===== config.mk =====
export PLATFORM = sky130hd
export DESIGN_NAME = cls_sequencer
export DESIGN_NICKNAME = d
export VERILOG_FILES = /design/src/shared/cls_pkg.sv /design/src/logic/cls_sync.sv /design/src/logic/cls_sequencer.sv
export SDC_FILE = /design/constraint.sdc
export NUM_CORES = 1
export LEC_CHECK = 0
export ABC_AREA = 1
export BUFFER_PORTS_ARGS = -buffer_cell sky130_fd_sc_hd__buf_4
export CAP_MARGIN = 20
export CORE_ASPECT_RATIO = 0.75
export CORE_MARGIN = 2
export CORE_UTILIZATION = 60
export DETAILED_ROUTE_END_ITERATION = 7
export GPL_TIMING_DRIVEN = 0
export PLACE_DENSITY_LB_ADDON = 0.1
export SYNTH_ARGS = -nofsm -noshare
export SYNTH_HDL_FRONTEND = slang
export SYNTH_SLANG_ARGS = --single-unit

===== constraint.sdc =====
create_clock -name clock -period 3.1 [get_ports clock]
set_clock_uncertainty 0.1 [all_clocks]
set_input_delay 0 -clock clock [delete_from_list [all_inputs] [get_ports clock]]
set_output_delay 0 -clock clock [all_outputs]
set_load 0.005 [all_outputs]

===== src/shared/cls_pkg.sv =====
// Shared constants and carrier types for the character LCD bus sequencer.
// Assumes a single 40 MHz clock and a 68xx-style LCD bus on the far side.
package cls_pkg;

    // Clock and bus timing
    localparam int CLS_CLK_PERIOD_NS = 25;
    localparam int CLS_STEP_NS = 500;
    // Least spacing rounds up to whole cycles
    localparam int CLS_STEP_CYCLES =
        (CLS_STEP_NS + CLS_CLK_PERIOD_NS - 1) / CLS_CLK_PERIOD_NS;

    // Synchroniser depth for inputs coming from the LCD pins
    localparam int CLS_SYNC_STAGES = 2;

    // Data bus layout
    localparam int CLS_DATA_W = 8;
    localparam int CLS_LOWER_W = 7;
    localparam int CLS_BUSY_BIT = 7;

    // Line levels
    localparam logic CLS_RW_WRITE = 1'b0;
    localparam logic CLS_RW_READ = 1'b1;
    localparam logic CLS_RS_INSTR = 1'b0;
    localparam logic CLS_RS_DATA = 1'b1;
    localparam logic CLS_EN_ON = 1'b1;
    localparam logic CLS_EN_OFF = 1'b0;

    // Counter and byte register reset values
    localparam logic [15:0] CLS_CNT16_ZERO = 16'h0000;
    localparam logic [7:0] CLS_BYTE_ZERO = 8'h00;

    // One queued entry: register select plus byte
    typedef struct packed {
        logic register_select;
        logic [CLS_DATA_W-1:0] data;
    } cls_entry_t;

    // Control lines of the LCD bus
    typedef struct packed {
        logic en;
        logic rw;
        logic register_select;
    } cls_ctrl_t;

    localparam cls_ctrl_t CLS_CTRL_IDLE = '{
        en: CLS_EN_OFF,
        rw: CLS_RW_READ,
        register_select: CLS_RS_INSTR
    };

endpackage


===== src/logic/cls_sync.sv =====
// Multi-bit two-flop synchroniser for the LCD input pins.
// Assumes each bit is independent; no word coherence is implied.
module cls_sync
    import cls_pkg::*;
#(
    parameter int WIDTH = CLS_DATA_W
) (
    input wire logic clock,
    input wire logic arst_n,
    input wire logic [WIDTH-1:0] async_in,
    output logic [WIDTH-1:0] sync_out
);

    logic [WIDTH-1:0] meta_q;
    logic [WIDTH-1:0] meta_d;
    logic [WIDTH-1:0] sync_q;
    logic [WIDTH-1:0] sync_d;

    // First stage is read only by the second stage
    always_comb begin
        meta_d = async_in;
        sync_d = meta_q;
    end

    always_ff @(posedge clock or negedge arst_n) begin
        if (!arst_n) begin
            meta_q <= '0;
            sync_q <= '0;
        end else begin
            meta_q <= meta_d;
            sync_q <= sync_d;
        end
    end

    assign sync_out = sync_q;

endmodule


===== src/logic/cls_sequencer.sv =====
// LCD bus sequencer: moves queued bytes to a character LCD controller.
// Assumes a valid/ready source of entries on this clock and an LCD on
// slow asynchronous pins; pin tri-state resolution is done outside.
//
// Functional notes
// - The eight data lines are two-way and carry both characters and commands.
// - The top data line carries a data bit on writes and busy on reads.
// - Read/write select settles before the strobe rises, holds past its fall.
// - Register select picks the instruction or data register for every cycle.
// - A pending queue entry starts a bus sequence that sends it to the LCD.
// - Each cycle is a few ordered transitions paced by a loop counter.
// - Busy is read repeatedly before each new cycle until seen low.
// - Transitions are about 500 ns apart, many internal clocks each.
// - LCD inputs are oversampled and the busy branch uses those samples.
// - Queued writes run on their own; entry_ready stays low, holding off the source, until each write is done.
module cls_sequencer
    import cls_pkg::*;
#(
    parameter int STEP_CYCLES = CLS_STEP_CYCLES
) (
    input wire logic clock,
    input wire logic arst_n,
    // Entry source
    input wire logic entry_valid,
    input wire cls_entry_t entry,
    output logic entry_ready,
    // LCD control lines
    output logic lcd_en,
    output logic lcd_rw,
    output logic register_select,
    // LCD data lines, split into the busy line and the rest
    input wire logic busy_data_msb_i,
    output logic busy_data_msb_o,
    output logic busy_data_msb_oe,
    input wire logic [CLS_LOWER_W-1:0] lower_data_lines_i,
    output logic [CLS_LOWER_W-1:0] lower_data_lines_o,
    output logic lower_data_lines_oe,
    // Status
    output logic seq_idle,
    output logic [CLS_DATA_W-1:0] last_status,
    output logic [15:0] writes_done,
    output logic [15:0] last_poll_count
);

    localparam int CNT_W = $clog2(STEP_CYCLES + 1);

    // Busy samples need the strobe to outlast the synchroniser lag
    if (STEP_CYCLES < CLS_SYNC_STAGES + 1) begin : g_step_check
        $error("STEP_CYCLES must exceed the synchroniser depth");
    end

    // One-hot sequence states
    typedef enum logic [7:0] {
        S_IDLE = 8'h01,
        S_POLL_SETUP = 8'h02,
        S_POLL_EN = 8'h04,
        S_POLL_END = 8'h08,
        S_WR_SETUP = 8'h10,
        S_WR_EN = 8'h20,
        S_WR_END = 8'h40,
        S_WR_HOLD = 8'h80
    } cls_state_t;

    localparam logic [CNT_W-1:0] STEP_LAST = CNT_W'(STEP_CYCLES - 1);
    localparam logic [CNT_W-1:0] CNT_ZERO = '0;
    localparam logic [CNT_W-1:0] CNT_ONE = CNT_W'(1);
    localparam logic [CNT_W-1:0] SYNC_LAG = CNT_W'(CLS_SYNC_STAGES);

    // Synchronised view of all eight LCD data lines
    logic [CLS_DATA_W-1:0] pins_raw;
    logic [CLS_DATA_W-1:0] pins_sync;

    assign pins_raw = {busy_data_msb_i, lower_data_lines_i};

    cls_sync #(
        .WIDTH(CLS_DATA_W)
    ) u_sync (
        .clock(clock),
        .arst_n(arst_n),
        .async_in(pins_raw),
        .sync_out(pins_sync)
    );

    // Sequencer state
    cls_state_t state_q;
    cls_state_t state_d;
    logic [CNT_W-1:0] cnt_q;
    logic [CNT_W-1:0] cnt_d;
    cls_entry_t hold_q;
    cls_entry_t hold_d;
    logic busy_seen_q;
    logic busy_seen_d;
    logic step_done;

    // Output registers
    cls_ctrl_t ctrl_q;
    cls_ctrl_t ctrl_d;
    logic [CLS_DATA_W-1:0] dout_q;
    logic [CLS_DATA_W-1:0] dout_d;
    logic oe_q;
    logic oe_d;
    logic ready_q;
    logic ready_d;
    logic idle_q;
    logic idle_d;
    logic [CLS_DATA_W-1:0] status_q;
    logic [CLS_DATA_W-1:0] status_d;
    logic [15:0] writes_q;
    logic [15:0] writes_d;
    logic [15:0] polls_q;
    logic [15:0] polls_d;

    // Loop counter paces every transition except the exit from S_IDLE
    assign step_done = (cnt_q == STEP_LAST);

    // Next state and pacing
    always_comb begin
        state_d = state_q;
        cnt_d = step_done ? CNT_ZERO : cnt_q + CNT_ONE;
        hold_d = hold_q;
        busy_seen_d = busy_seen_q;
        status_d = status_q;
        writes_d = writes_q;
        polls_d = polls_q;
        case (state_q)
            S_IDLE: begin
                cnt_d = CNT_ZERO;
                // Entry taken on the handshake, then run alone
                if (entry_valid && ready_q) begin
                    hold_d = entry;
                    polls_d = CLS_CNT16_ZERO;
                    state_d = S_POLL_SETUP;
                end
            end
            S_POLL_SETUP: begin
                busy_seen_d = 1'b0;
                if (step_done) begin
                    state_d = S_POLL_EN;
                end
            end
            S_POLL_EN: begin
                // Early samples still carry pre-strobe pin levels, so
                // only the settled ones count as busy
                if (pins_sync[CLS_BUSY_BIT] && cnt_q >= SYNC_LAG) begin
                    busy_seen_d = 1'b1;
                end
                if (step_done) begin
                    status_d = pins_sync;
                    polls_d = polls_q + 16'h0001;
                    state_d = S_POLL_END;
                end
            end
            S_POLL_END: begin
                // Any settled busy sample forces another poll
                if (step_done) begin
                    state_d = busy_seen_q ? S_POLL_SETUP : S_WR_SETUP;
                end
            end
            S_WR_SETUP: begin
                if (step_done) begin
                    state_d = S_WR_EN;
                end
            end
            S_WR_EN: begin
                if (step_done) begin
                    state_d = S_WR_END;
                end
            end
            S_WR_END: begin
                if (step_done) begin
                    state_d = S_WR_HOLD;
                end
            end
            S_WR_HOLD: begin
                if (step_done) begin
                    writes_d = writes_q + 16'h0001;
                    state_d = S_IDLE;
                end
            end
            default: begin
                state_d = S_IDLE;
                cnt_d = CNT_ZERO;
            end
        endcase
    end

    // Pin levels are decoded from the next state so that they leave
    // flip-flops aligned with the state change.
    always_comb begin
        ctrl_d = CLS_CTRL_IDLE;
        dout_d = dout_q;
        oe_d = 1'b0;
        ready_d = 1'b0;
        idle_d = 1'b0;
        case (state_d)
            S_IDLE: begin
                // Ready only after the previous entry fully left
                ready_d = ~(entry_valid && ready_q);
                idle_d = ready_d;
            end
            S_POLL_SETUP: begin
                // Busy read uses the instruction register
                ctrl_d.rw = CLS_RW_READ;
                ctrl_d.register_select = CLS_RS_INSTR;
            end
            S_POLL_EN: begin
                // Drivers released while the LCD drives the bus
                ctrl_d.rw = CLS_RW_READ;
                ctrl_d.register_select = CLS_RS_INSTR;
                ctrl_d.en = CLS_EN_ON;
            end
            S_POLL_END: begin
                // Read level held past the falling strobe
                ctrl_d.rw = CLS_RW_READ;
                ctrl_d.register_select = CLS_RS_INSTR;
            end
            S_WR_SETUP: begin
                // Select and data settle a step before the strobe
                ctrl_d.rw = CLS_RW_WRITE;
                ctrl_d.register_select = hold_q.register_select;
                dout_d = hold_q.data;
                oe_d = 1'b1;
            end
            S_WR_EN: begin
                ctrl_d.rw = CLS_RW_WRITE;
                ctrl_d.register_select = hold_q.register_select;
                ctrl_d.en = CLS_EN_ON;
                dout_d = hold_q.data;
                oe_d = 1'b1;
            end
            S_WR_END: begin
                // Strobe falls with write level and data still held
                ctrl_d.rw = CLS_RW_WRITE;
                ctrl_d.register_select = hold_q.register_select;
                dout_d = hold_q.data;
                oe_d = 1'b1;
            end
            S_WR_HOLD: begin
                // Hold time after the strobe; drivers still on
                ctrl_d.rw = CLS_RW_WRITE;
                ctrl_d.register_select = hold_q.register_select;
                dout_d = hold_q.data;
                oe_d = 1'b1;
            end
            default: begin
                ctrl_d = CLS_CTRL_IDLE;
                oe_d = 1'b0;
            end
        endcase
    end

    always_ff @(posedge clock or negedge arst_n) begin
        if (!arst_n) begin
            // Strobe low, drivers off, waiting for an entry
            state_q <= S_IDLE;
            cnt_q <= '0;
            hold_q <= '0;
            busy_seen_q <= 1'b0;
            ctrl_q <= CLS_CTRL_IDLE;
            dout_q <= CLS_BYTE_ZERO;
            oe_q <= 1'b0;
            ready_q <= 1'b0;
            idle_q <= 1'b0;
            status_q <= CLS_BYTE_ZERO;
            writes_q <= CLS_CNT16_ZERO;
            polls_q <= CLS_CNT16_ZERO;
        end else begin
            state_q <= state_d;
            cnt_q <= cnt_d;
            hold_q <= hold_d;
            busy_seen_q <= busy_seen_d;
            ctrl_q <= ctrl_d;
            dout_q <= dout_d;
            oe_q <= oe_d;
            ready_q <= ready_d;
            idle_q <= idle_d;
            status_q <= status_d;
            writes_q <= writes_d;
            polls_q <= polls_d;
        end
    end

    // All outputs straight from flip-flops; one enable for all eight lines
    // keeps the bus from ever being half driven.
    assign lcd_en = ctrl_q.en;
    assign lcd_rw = ctrl_q.rw;
    assign register_select = ctrl_q.register_select;
    assign busy_data_msb_o = dout_q[CLS_BUSY_BIT];
    assign busy_data_msb_oe = oe_q;
    assign lower_data_lines_o = dout_q[CLS_LOWER_W-1:0];
    assign lower_data_lines_oe = oe_q;
    assign entry_ready = ready_q;
    assign seq_idle = idle_q;
    assign last_status = status_q;
    assign writes_done = writes_q;
    assign last_poll_count = polls_q;

endmodule


Word-level counts from Yosys, hierarchy flattened
Index checks and enable logic that the tools add are counted.

cells by class
  add/sub/neg operators = 3
  $mul = 0
  div/mod/pow operators = 0
  magnitude comparators = 1
  eq/ne operators = 18
  shift-type cells = 0
  multiplexer cells = 21
  bitwise logic cells = 1
  reductions and logical operators = 12

operators by type and width
  cell                                                  count
  2-to-1 mux 8 bit                                      8
  case mux 8 bit (8 select lines)                       1
  adder 16 x 1 -> 16 bit (second input constant)        2
  2-to-1 mux 16 bit                                     2
  case mux 16 bit (2 select lines)                      1
  equality test 8 x 1 -> 1 bit (second input constant)  2
  equality test 8 x 3 -> 1 bit (second input constant)  2
  equality test 8 x 5 -> 1 bit (second input constant)  2
  equality test 8 x 6 -> 1 bit (second input constant)  2
  equality test 8 x 7 -> 1 bit (second input constant)  2
  equality test 8 bit (second input constant)           2
  2-to-1 mux 5 bit                                      3
  equality test 8 x 2 -> 1 bit (second input constant)  1
  equality test 8 x 4 -> 1 bit (second input constant)  1
  AND reduction 2 bit                                   4
  OR reduction 7 bit                                    1
  inequality test 2 bit (second input constant)         3
  adder 5 x 1 -> 5 bit (second input constant)          1
  equality test 5 bit (second input constant)           1
  >= comparator 5 x 2 -> 1 bit (second input constant)  1
  2-to-1 mux 1 bit                                      4
  nonzero test 2 bit                                    2
  OR reduction 4 bit                                    1
  AND reduction 3 bit                                   1
  5 further kinds                                       6

storage, ports and cells
  register bits = 92
  latch bits = 0
  memory bits (writable) = 0
  bits in read-only memories = 0
  bits of input ports = 20
  output and inout port bits = 55
  word-level logic and storage cells = 72
  memories kept = 0

Depth between registers and ports, before layout
Gate-level depths: netlist (run 1).

  depth in word-level cells = 6
  depth in mapped cells = 11
  gate-level depth less buffers = 11

Cells and area by module
A second synthesis (run 1) with hierarchy kept.

unflattened totals
  cell total of the unflattened synthesis = 498
  area, all modules = 4,326.6 µm²

modules (own cells, without submodules)
  module         instances  cells each  area each (µm²)  seq. area each (µm²)
  cls_sequencer  1          482         3,926.3          1,904.3
  cls_sync       1          16          400.4            400.4

Worst setup path after synthesis (run 1)
OpenSTA, ideal clock, no wires.

  kind = reg2reg
  from = reg cnt_q[1]
  to = reg polls_q[10], in the netlist last_poll_count[10]
  setup time = 0.118 ns
  arrival time = 1.514 ns
  data required time = 2.882 ns
  slack = 1.368 ns
  stages on the path, launching flop included = 11
  buffers on the path = 2
  period minus slack after synthesis = 1.732 ns
  cells stage by stage = dfrtp_1 ha_1 nand2_1 nor2_4 buf_6 nor2_2 a21oi_4 inv_4 buf_6 nand2_1 o21ai_2

between the ends
  longest elaborated chain between the ends = 3

RTL lines
  element                          RTL line              source
  start, declared                  cls_sequencer.sv:87   logic [CNT_W-1:0] cnt_q;
  start signal, assigned           cls_sequencer.sv:269  cnt_q <= cnt_d;
  equality test 5 bit              cls_sequencer.sv:114  assign step_done = (cnt_q == STEP_LAST);
  inequality test 2 bit (no line)  n/a
  AND reduction 3 bit (no line)    n/a
  end signal, assigned             cls_sequencer.sv:279  polls_q <= polls_d;
  end, declared                    cls_sequencer.sv:110  logic [15:0] polls_q;

No other way between the ends.
A chain may end at the register's enable or synchronous reset.

Worst setup path after layout (run 1)
  from = reg cnt_q[1]
  to = reg polls_q[2], in the netlist last_poll_count[2]

The elaborated chain is that of the path after synthesis.

==> impl_results.md, run 1 <==
- Fin. Hold Viols: 0
- PortBufs: 74
- TritonRoute pass-1 iters: 4
- Worst slew margin: 0.699
- Hold Slack: 0.173 ns
- Detailed-route vias per instance: 5.07
- Max-slew violation count: 0
- Synth Area in Compound Gates: 0.0541
- CTS Buffer Depth: 2
- Detailed placement HPWL: 6.48 mm
- Seq pwr share: 0.543
- CP peak stage delay: 0.40 ns
- Fraction of the mapped netlist area in adder cells: 0.0117
- EDFF count, synth: 0
- Largest net degree at the start of global routing: 93
- Reg2reg setup slack: 1.09 ns
- Worst setup margin: 1.09 ns
- Later-pin clock latency in the skew report: 0.36 ns
- Total wire length: 9.45 mm
- Most used DFF post-synth: dfrtp_1
- P_int: 1.76 mW
- RSZ-0062 raised after global routing: no
- Routability Congestion: 0.935
- Largest family of logic cells by synthesized area: simple AND/OR/NAND/NOR gates
- PwrDens: 466 nW/um^2
- Final worst-path cycle share: 0.649
- Post-route minimum period: 2.01 ns
- Syn nets: 521
- Final instance area: 5360 um^2
- Dpl cells: 669
- Finished Core Util: 0.781
- Gate Count Post-Synth: 497
- Fin cells: 706
- Core Rows: 26
- Post-synthesis sequential area ratio: 0.539
- Pre-CTS setup slack: 1.10 ns
- CP startpoint: cnt_q[1]$_DFF_PN0_
- R2R depth: 10
- Via count: 3577
- Max FO, Critical Path: 10
- Sw frac: 0.296
- Vias in the first global route: 3565
- Hold path endpoint: u_sync.meta_q[0]$_DFF_PN0_
- Top cells by area, synth: dfrtp_1 53%, nand2_1 15%, nor2_1 5.3%
- Post-Syn Area: 4280 um^2
- Most frequent cell after synthesis: nand2_1
- Clk network pwr share: 0.300
- Gr usage total: 0.266
- Die Width: 102 um
- Static leakage: 2.70 nW
- First-pass GRT wire length: 16.4 mm
- CTS sink cnt: 92
- Area delta synth->final: 25.3%
- Hold path start: lower_data_lines_i[0]
- # nets final: 627
- Iteration-0 DRC Markers: 135
- GR Overflow Total: 0
- Die area: 7830 um^2
- Worst Hold Class: input pin to register
- Remaining antenna violation count after routing: 0
- Post-synthesis mux area share: 0
- TritonCTS clock tree: built
- Seq cells post-synth: 92
- I/O Pins: 75
- PostCTS Resize Cnt: 0
- P_sw: 0.740 mW
- Slew at the pin closest to its max-slew limit: 0.448 ns
- Yosys cell types: 35
- Core region area: 6860 um^2
- Post-synth ARST share: 1.00
- Status: completed
- Wire length per cell: 13.4 um
- # diodes: 0
- # DRC: 0
- Worst setup EP type: register
- Multi-input gate area: 1750 um^2
- Setup Viol. Count Final: 0
- Data arrival, critical path: 2.16 ns
- R2r endpoint: last_poll_count[2]$_DFFE_PN0P_
- DIE HEIGHT: 77.1 um
- Yosys warnings: 0
- RR Startpoint: cnt_q[1]$_DFF_PN0_
- Clock transition at the registers of the reported paths: 0.10 ns
- Synth area leader: dfrtp_1
- Worst VDD drop: 0.391 mV
- Fillers: 473
- Critical-path cell list: ha_1 > nand2_1 > nor2_4 > buf_6 > nor2_2 > a21oi_4 > inv_4 > buf_6 > nand2_1 > nand2_1
- H-tree Lvls: 3
- Setup_tns: 0 ns
- Layout cells sized above 1: 0.222
- Max-cap viol count: 0
- Synth top cells by count: 171 x nand2_1, 90 x dfrtp_1, 60 x nor2_1
- Most used cell along the critical path: nand2_1
- Hold Path Stages: 2
- CP Class: register to register
- Synth Area in Simple Gates: 0.304
- Seq. cell area: 2300 um^2
- Area after DPL: 4960 um^2
- Required time of the critical path: 3.25 ns
- Type of origin of the critical path: register
- Highest clock rate: 497 MHz
- Logic pwr share: 0.157
- Synth Area per Inst: 8.61 um^2
- Clock tree root buffer cell: clkbuf_8
- Starting density of the core: 0.623
- Final Power: 2.50 mW
- Area share of the largest cell type after synthesis: 0.526
- Num CTS Buffers: 9
- Critical path's slowest cell: dfrtp_1
- Xor/xnor share of the synthesized area: 0.0389
- Initial antenna violation count: 0
layout by cell type (no fill, tap or decap), drive strengths merged:
| cell type | instances |
|---|---|
| nand2 | 179 |
| dfrtp | 90 |
| buf | 83 |
| nor2 | 69 |
| inv | 44 |
| nand3 | 34 |
| dlygate4sd3 | 20 |
| o21ai | 18 |
| xor2 | 15 |
| clkbuf | 9 |
| o21bai | 8 |
| nor3 | 8 |
| nand4 | 7 |
| xnor2 | 4 |
| ha | 4 |
| a21oi | 4 |
| clkinv | 4 |
| o31ai | 2 |
| dfstp | 2 |
| o221ai | 1 |
| or2 | 1 |
| nor4 | 1 |
| nand3b | 1 |
power by group through the flow:
stage / Combinational (mW) / Sequential (mW) / Clock, mW
final: 0.393 / 1.36 / 0.750
after global routing: 0.439 / 1.37 / 0.822
after CTS: 0.389 / 1.36 / 0.767
after detailed placement: 0.369 / 1.38 / 0
after global placement: 0.352 / 1.37 / 0
after floorplan: 0.238 / 1.36 / 0
metal layers:
layer / track usage / routed length (um)
met3: 0.0565 / 512
met1: 0.369 / 4300
met2: 0.431 / 4550
met5: 0 / 0
met4: 0.0595 / 93
how the worst max path moves through the flow:
stage,endpoint,cells past startpoint
4_1_cts,last_poll_count[2]$_DFFE_PN0P_,10
3_3_place_gp,last_poll_count[10]$_DFFE_PN0P_,10
5_1_grt,last_poll_count[1]$_DFFE_PN0P_,10
3_5_place_dp,last_poll_count[2]$_DFFE_PN0P_,10
6_report,last_poll_count[2]$_DFFE_PN0P_,10
2_1_floorplan,last_poll_count[10]$_DFFE_PN0P_,10
cells by family after synthesis:
logic type,count (synthesis)
simple gates,300
xor+xnor,19
buf+inv,49
fa+ha+maj,4
compound gates,33
flops,92
cell type report:
type / instances / share of cell area
clock inverter: 7 / 0.0100
sequential: 92 / 0.430
inverter: 41 / 0.0292
tap: 98 / 0.0229
buffer: 8 / 0.0128
timing repair buffer: 95 / 0.146
multi-input combinational: 356 / 0.326
clock buffer: 9 / 0.0231
critical path: cells and delay by family, from the launching register on:
kind            cells  cell delay [ns]
flops               1             0.40
fa+ha+maj           1             0.23
buf+inv             3             0.41
simple gates        5             0.50
compound gates      1             0.26
timing repair:
action                                 CTS  global route
setup buffers                            0             0
endpoints found under the hold margin  109            19
hold buffers                            19             1
registers in the layout, indices dropped and copies added (netlist names), 5 cells and up:
signal           cells
last_poll_count     16
writes_done         16
hold_q               9
dout_q               8
state_q              8
cnt_q                5
u_sync.meta_q        8
u_sync.sync_out      8
last_status          8
Power figures use the tool's default switching activity.
==> run 2, diff against run 1 <==
CORE_UTILIZATION = 56   (was 60)
clock period = 2 ns   (was 3.1 ns; I/O delays follow)
==> impl_results.md, run 2 (synthesis results as in run 1) <==
- CTS Buffer Depth: 2 (unchanged)
- # DRC: 0 (unchanged)
- Highest clock rate: 523 MHz (+5.3%)
- Commonest non-fill, non-tap cells in the layout: 171 x nand2_1, 90 x dfrtp_1, 83 x buf_4
- Initial antenna violation count: 0 (unchanged)
- PwrDens: 723 nW/um^2 (+55%)
- Commonest non-fill, non-tap cell in the layout: nand2_1
- CTS sink cnt: 92 (unchanged)
- Post-route minimum period: 1.91 ns (-0.101 ns)
- Gr usage total: 0.241 (-0.0253)
- Area delta synth->final: 27.9%
- # diodes: 0 (unchanged)
- Max FO, Critical Path: 10 (unchanged)
- Data arrival, critical path: 2.08 ns (-0.08 ns)
- Total wire length: 9.32 mm (-1.4%)
- Detailed placement HPWL: 6.58 mm (+1.6%)
- Final worst-path cycle share: 0.956 (+0.307)
- RR Startpoint: cnt_q[1]$_DFF_PN0_
- Worst setup EP type: register
- Worst Hold Class: input pin to async pin
- Remaining antenna violation count after routing: 0 (unchanged)
- Clock tree root buffer cell: clkbuf_8
- Type of origin of the critical path: register
- Die area: 8360 um^2 (+6.8%)
- Core Rows: 27 (+3.8%)
- Starting density of the core: 0.581 (-0.0424)
- Reg2reg setup slack: 0.09 ns (-1.00 ns)
- Vias in the first global route: 3423 (-4.0%)
- DIE HEIGHT: 79.7 um (+3.3%)
- Area after DPL: 4990 um^2 (+0.63%)
- Max-slew violation count: 0 (unchanged)
- I/O Pins: 75 (unchanged)
- Hold Slack: 0.0177 ns (-0.155 ns)
- Max-cap viol count: 0 (unchanged)
- Worst VDD drop: 0.406 mV (+3.9%)
- Core region area: 7360 um^2 (+7.3%)
- Fin. Hold Viols: 0 (unchanged)
- Setup Viol. Count Final: 0 (unchanged)
- Wire length per cell: 13.0 um (-2.6%)
- R2R depth: 11 (+1)
- Routability Congestion: 0.896 (-4.2%)
- Detailed-route vias per instance: 4.95 (-2.2%)
- R2r endpoint: dout_q[1]$_DFFE_PN0P_
- H-tree Lvls: 3 (unchanged)
- GR Overflow Total: 0 (unchanged)
- Later-pin clock latency in the skew report: 0.37 ns (about the same)
- Num CTS Buffers: 9 (unchanged)
- Worst slew margin: 0.708 (+0.00941)
- Slew at the pin closest to its max-slew limit: 0.437 ns (-0.0107 ns)
- TritonRoute pass-1 iters: 4 (unchanged)
- Required time of the critical path: 2.16 ns (-1.09 ns)
- Largest net degree at the start of global routing: 61 (-34%)
- PortBufs: 74 (unchanged)
- Final instance area: 5470 um^2 (+2.0%)
- Clock transition at the registers of the reported paths: 0.10 ns (about the same)
- Iteration-0 DRC Markers: 114 (-16%)
- CP Class: register to register
- Status: completed
- Layout cells sized above 1: 0.233 (+0.0109)
- TritonCTS clock tree: built
- Die Width: 105 um (+3.4%)
- Static leakage: 2.75 nW (+1.7%)
- Via count: 3542 (-0.98%)
- First-pass GRT wire length: 15.9 mm (-2.7%)
- # nets final: 633 (+0.96%)
[run 2: cell types whose count changed in the layout (fill, tap and decap cells not counted), sizes merged]
| cell | delta |
|---|---|
| inv | -1 |
| buf | +7 |
| dlygate4sd3 | -1 |
| clkinv | +1 |
[run 2: critical path: stages, from the launching register on]
cell     delay, ns
dfrtp_1       0.41
ha_2          0.22
nand2_1       0.11
nor2_4        0.17
buf_6         0.17
nor2_1        0.05
nand2_1       0.07
nand2_2       0.10
nor2_8        0.16
nand2_4       0.11
nand2_1       0.09
nand2_1       0.05
[run 2: per-layer routing]
| metal | track usage | vias up | routed length [um] |
|---|---|---|---|
| li1 | - | 1793 | - |
| met1 | 0.323 | 1666 | 4370 |
| met2 | 0.408 | 73 | 4450 |
| met3 | 0.0449 | 10 | 414 |
| met4 | 0.0613 | 0 | 79 |
| met5 | 0 | - | 0 |
[run 2: area by class of cell]
type | count | area, um^2
multi-input cells | 356 | 1760
inverters | 41 | 156
fillers | 587 | 1890
clock buffers | 9 | 124
repair buffers | 101 | 851
well taps | 101 | 126
flip-flops and latches | 92 | 2300
plain buffers | 8 | 68.8
clock inverters | 7 | 78.8
[run 2: through the flow]
step                      cells  TNS, ns  power [mW]   util  setup WS [ns]
after floorplan             497        0        2.48      -          0.268
after global placement      672        0        2.68  0.673         0.0723
after detailed placement    673        0        2.71  0.677        0.00286
after CTS                   709        0        3.99  0.732         0.0161
after global routing        715  -0.0234        4.17  0.743       -0.00901
final                       715        0        3.95  0.743         0.0880
[run 2: worst max-delay path by stage]
stage,endpoint,from,slack [ns],depth (start not counted)
final,dout_q[1]$_DFFE_PN0P_,cnt_q[1]$_DFF_PN0_,0.09,11
after global routing,dout_q[0]$_DFFE_PN0P_,cnt_q[1]$_DFF_PN0_,-0.009,11
after CTS,dout_q[1]$_DFFE_PN0P_,cnt_q[1]$_DFF_PN0_,0.02,11
after detailed placement,last_poll_count[2]$_DFFE_PN0P_,cnt_q[1]$_DFF_PN0_,0.003,10
after global placement,last_poll_count[9]$_DFFE_PN0P_,cnt_q[0]$_DFF_PN0_,0.07,10
after floorplan,last_poll_count[10]$_DFFE_PN0P_,cnt_q[1]$_DFF_PN0_,0.27,10
[run 2: repair_timing]
action | in CTS | in global routing
gates resized for setup | 0 | 3
buffers inserted | 1 | 6
pin swaps | 0 | 3
hold buffers | 19 | 0
endpoints found under the setup margin | 3 | 33
endpoints found under the hold margin | 110 | 0
gates cloned | 0 | 0
[run 2: power breakdown]
part           internal, mW  total, mW  leakage (nW)  switching, mW
clock                 0.497       1.24         0.102          0.742
combinational         0.259      0.617          1.42          0.357
sequential             2.01       2.10          1.22         0.0885
==> run 3, diff against run 2 <==
CTS_CLUSTER_DIAMETER = 40   (was not set)
SETUP_SLACK_MARGIN = 0.1   (was not set)
==> impl_results.md, run 3 (synthesis results as in run 1) <==
- Commonest non-fill, non-tap cell in the layout: nand2_1
- Later-pin clock latency in the skew report: 0.37 ns (about the same)
- R2r endpoint: dout_q[2]$_DFFE_PN0P_
- Reg2reg setup slack: 0.17 ns (+0.09 ns)
- PortBufs: 74 (unchanged)
- RSZ-0062 raised after global routing: yes
- Iteration-0 DRC Markers: 134 (+18%)
- Worst slew margin: 0.707 (-0.00170)
- Fin. Hold Viols: 0 (unchanged)
- Vias in the first global route: 3434 (+0.32%)
- Total wire length: 9.60 mm (+3.0%)
- Detailed-route vias per instance: 5.00 (+0.90%)
- Area delta synth->final: 29.7%
- Clk network pwr share: 0.313 (about the same)
- Setup_tns: 0 ns (unchanged)
- Met1 WL: 4.43 mm (+1.2%)
- Commonest non-fill, non-tap cells in the layout: 167 x nand2_1, 90 x dfrtp_1, 86 x buf_4
- Final Power: 3.98 mW (+0.67%)
- Met2 WL post-DR: 4.68 mm (+5.1%)
- Post-route minimum period: 1.83 ns (-0.0856 ns)
- Clock transition at the registers of the reported paths: 0.10 ns (about the same)
- Data arrival, critical path: 1.99 ns (-0.09 ns)
- Max-cap viol count: 0 (unchanged)
- Worst setup EP type: register
- R2R depth: 11 (unchanged)
- Type of origin of the critical path: register
- RR Startpoint: cnt_q[1]$_DFF_PN0_
- Largest net degree at the start of global routing: 61 (unchanged)
- Core region area: 7360 um^2 (unchanged)
- Worst VDD drop: 0.406 mV (about the same)
- # DRC: 0 (unchanged)
- Routability Congestion: 0.896 (unchanged)
- Crit path buffers/inverters: 1 (unchanged)
- TritonCTS clock tree: built
- P_sw: 1.21 mW (+1.7%)
- Kind of cell adding the most delay to the critical path: simple AND/OR/NAND/NOR gates
- Highest clock rate: 548 MHz (+4.7%)
- CTS Buffer Depth: 2 (unchanged)
- Clock tree root buffer cell: clkbuf_8
- Status: completed
- CTS sink cnt: 92 (unchanged)
- Critical-path cell list: ha_4 > nand2_2 > nor2_4 > buf_6 > nor2_1 > nand2_1 > nand2_2 > nor2_8 > nand2_2 > nand2_1 > nand2_1
- Top Layer Used: met4
- Logic pwr share: 0.160 (+0.004)
- Via count: 3594 (+1.5%)
- Worst Hold Class: input pin to async pin
- Static leakage: 2.78 nW (+1.4%)
- GR Overflow Total: 0 (unchanged)
- First-pass GRT wire length: 16.0 mm (+0.73%)
- Starting density of the core: 0.581 (unchanged)
- WL met3: 395 um (-4.6%)
- Required time of the critical path: 2.17 ns (about the same)
- Final worst-path cycle share: 0.913 (-0.0428)
- Sw frac: 0.304 (+0.00320)
- TritonRoute pass-1 iters: 4 (unchanged)
- Num CTS Buffers: 9 (unchanged)
- Slew at the pin closest to its max-slew limit: 0.440 ns (+0.00255 ns)
- # nets final: 637 (+0.63%)
- Die Width: 105 um (unchanged)
- Wire length per cell: 13.4 um (+2.4%)
- Max-slew violation count: 0 (unchanged)
- # diodes: 0 (unchanged)
- Initial antenna violation count: 0 (unchanged)
- Gr usage total: 0.243 (+0.00204)
- Remaining antenna violation count after routing: 0 (unchanged)
- Layout cells sized above 1: 0.256 (+0.0228)
- Die area: 8360 um^2 (unchanged)
- Core Rows: 27 (unchanged)
- Setup Viol. Count Final: 0 (unchanged)
- CP Class: register to register
- Seq pwr share: 0.528 (-0.002)
- Max FO, Critical Path: 10 (unchanged)
- PwrDens: 717 nW/um^2 (-0.79%)
- I/O Pins: 75 (unchanged)
- Detailed placement HPWL: 6.58 mm (unchanged)
- DIE HEIGHT: 79.7 um (unchanged)
- P_int: 2.77 mW (+0.20%)
- H-tree Lvls: 3 (unchanged)
- CP peak stage delay: 0.40 ns (about the same)
- Critical path's slowest cell: dfrtp_1
-- run 3: power groups by stage --
stage	Combinational, mW	Sequential, mW	Clock, mW
3_5_place_dp	0.574	2.13	0
5_1_grt	0.716	2.12	1.35
3_3_place_gp	0.549	2.13	0
4_1_cts	0.624	2.10	1.27
2_1_floorplan	0.369	2.12	0
6_report	0.636	2.10	1.24
-- run 3: metal layers --
| layer | vias up | global-route usage |
|---|---|---|
| met4 | 0 | 0.0613 |
| met5 | - | 0 |
| met2 | 85 | 0.412 |
| met1 | 1698 | 0.327 |
| li1 | 1798 | - |
| met3 | 13 | 0.0449 |
-- run 3: worst max path at each step --
stage                                 endpoint  depth (start not counted)                  from  slack, ns
3_5_place_dp    last_poll_count[2]$_DFFE_PN0P_                         10    cnt_q[1]$_DFF_PN0_      0.003
4_1_cts                  dout_q[1]$_DFFE_PN0P_                         11    cnt_q[0]$_DFF_PN0_       0.11
3_3_place_gp    last_poll_count[9]$_DFFE_PN0P_                         10    cnt_q[0]$_DFF_PN0_       0.07
6_report                 dout_q[2]$_DFFE_PN0P_                         11    cnt_q[1]$_DFF_PN0_       0.17
2_1_floorplan  last_poll_count[10]$_DFFE_PN0P_                         10    cnt_q[1]$_DFF_PN0_       0.27
5_1_grt             last_status[7]$_DFFE_PN0P_                          9  state_q[5]$_DFF_PN0_       0.07
-- run 3: layout make-up --
type	count	area, um^2
flip-flops and latches	92	2300
clock buffers	9	124
repair buffers	104	873
fillers	570	1810
inverters	41	160
multi-input cells	357	1810
plain buffers	8	68.8
clock inverters	7	78.8
well taps	101	126
-- run 3: worst register-to-register path: stages (launching register included) --
cell and delay, ns:
dfrtp_1 0.40, ha_4 0.17, nand2_2 0.08, nor2_4 0.14
buf_6 0.17, nor2_1 0.05, nand2_1 0.07, nand2_2 0.10
nor2_8 0.18, nand2_2 0.13, nand2_1 0.09, nand2_1 0.05
-- run 3: metrics by stage --
step / std cells / hold slack (ns) / util / setup WS (ns) / area (um^2)
after CTS: 711 / 0.0189 / 0.734 / 0.112 / 5410
after floorplan: 497 / -0.396 / - / 0.268 / 4280
after global routing: 719 / 0.0583 / 0.754 / 0.0674 / 5550
after global placement: 672 / 0.00944 / 0.673 / 0.0723 / 4960
final: 719 / 0.0253 / 0.754 / 0.174 / 5550
after detailed placement: 673 / -0.119 / 0.677 / 0.00286 / 4990
-- run 3: what timing repair did --
action | CTS | global route
hold endpoints to repair | 110 | 0
resized for setup | 1 | 16
pin swaps | 1 | 5
gates cloned | 0 | 1
endpoints found under the setup margin | 26 | 44
setup buffers | 3 | 7
hold buffers | 19 | 0
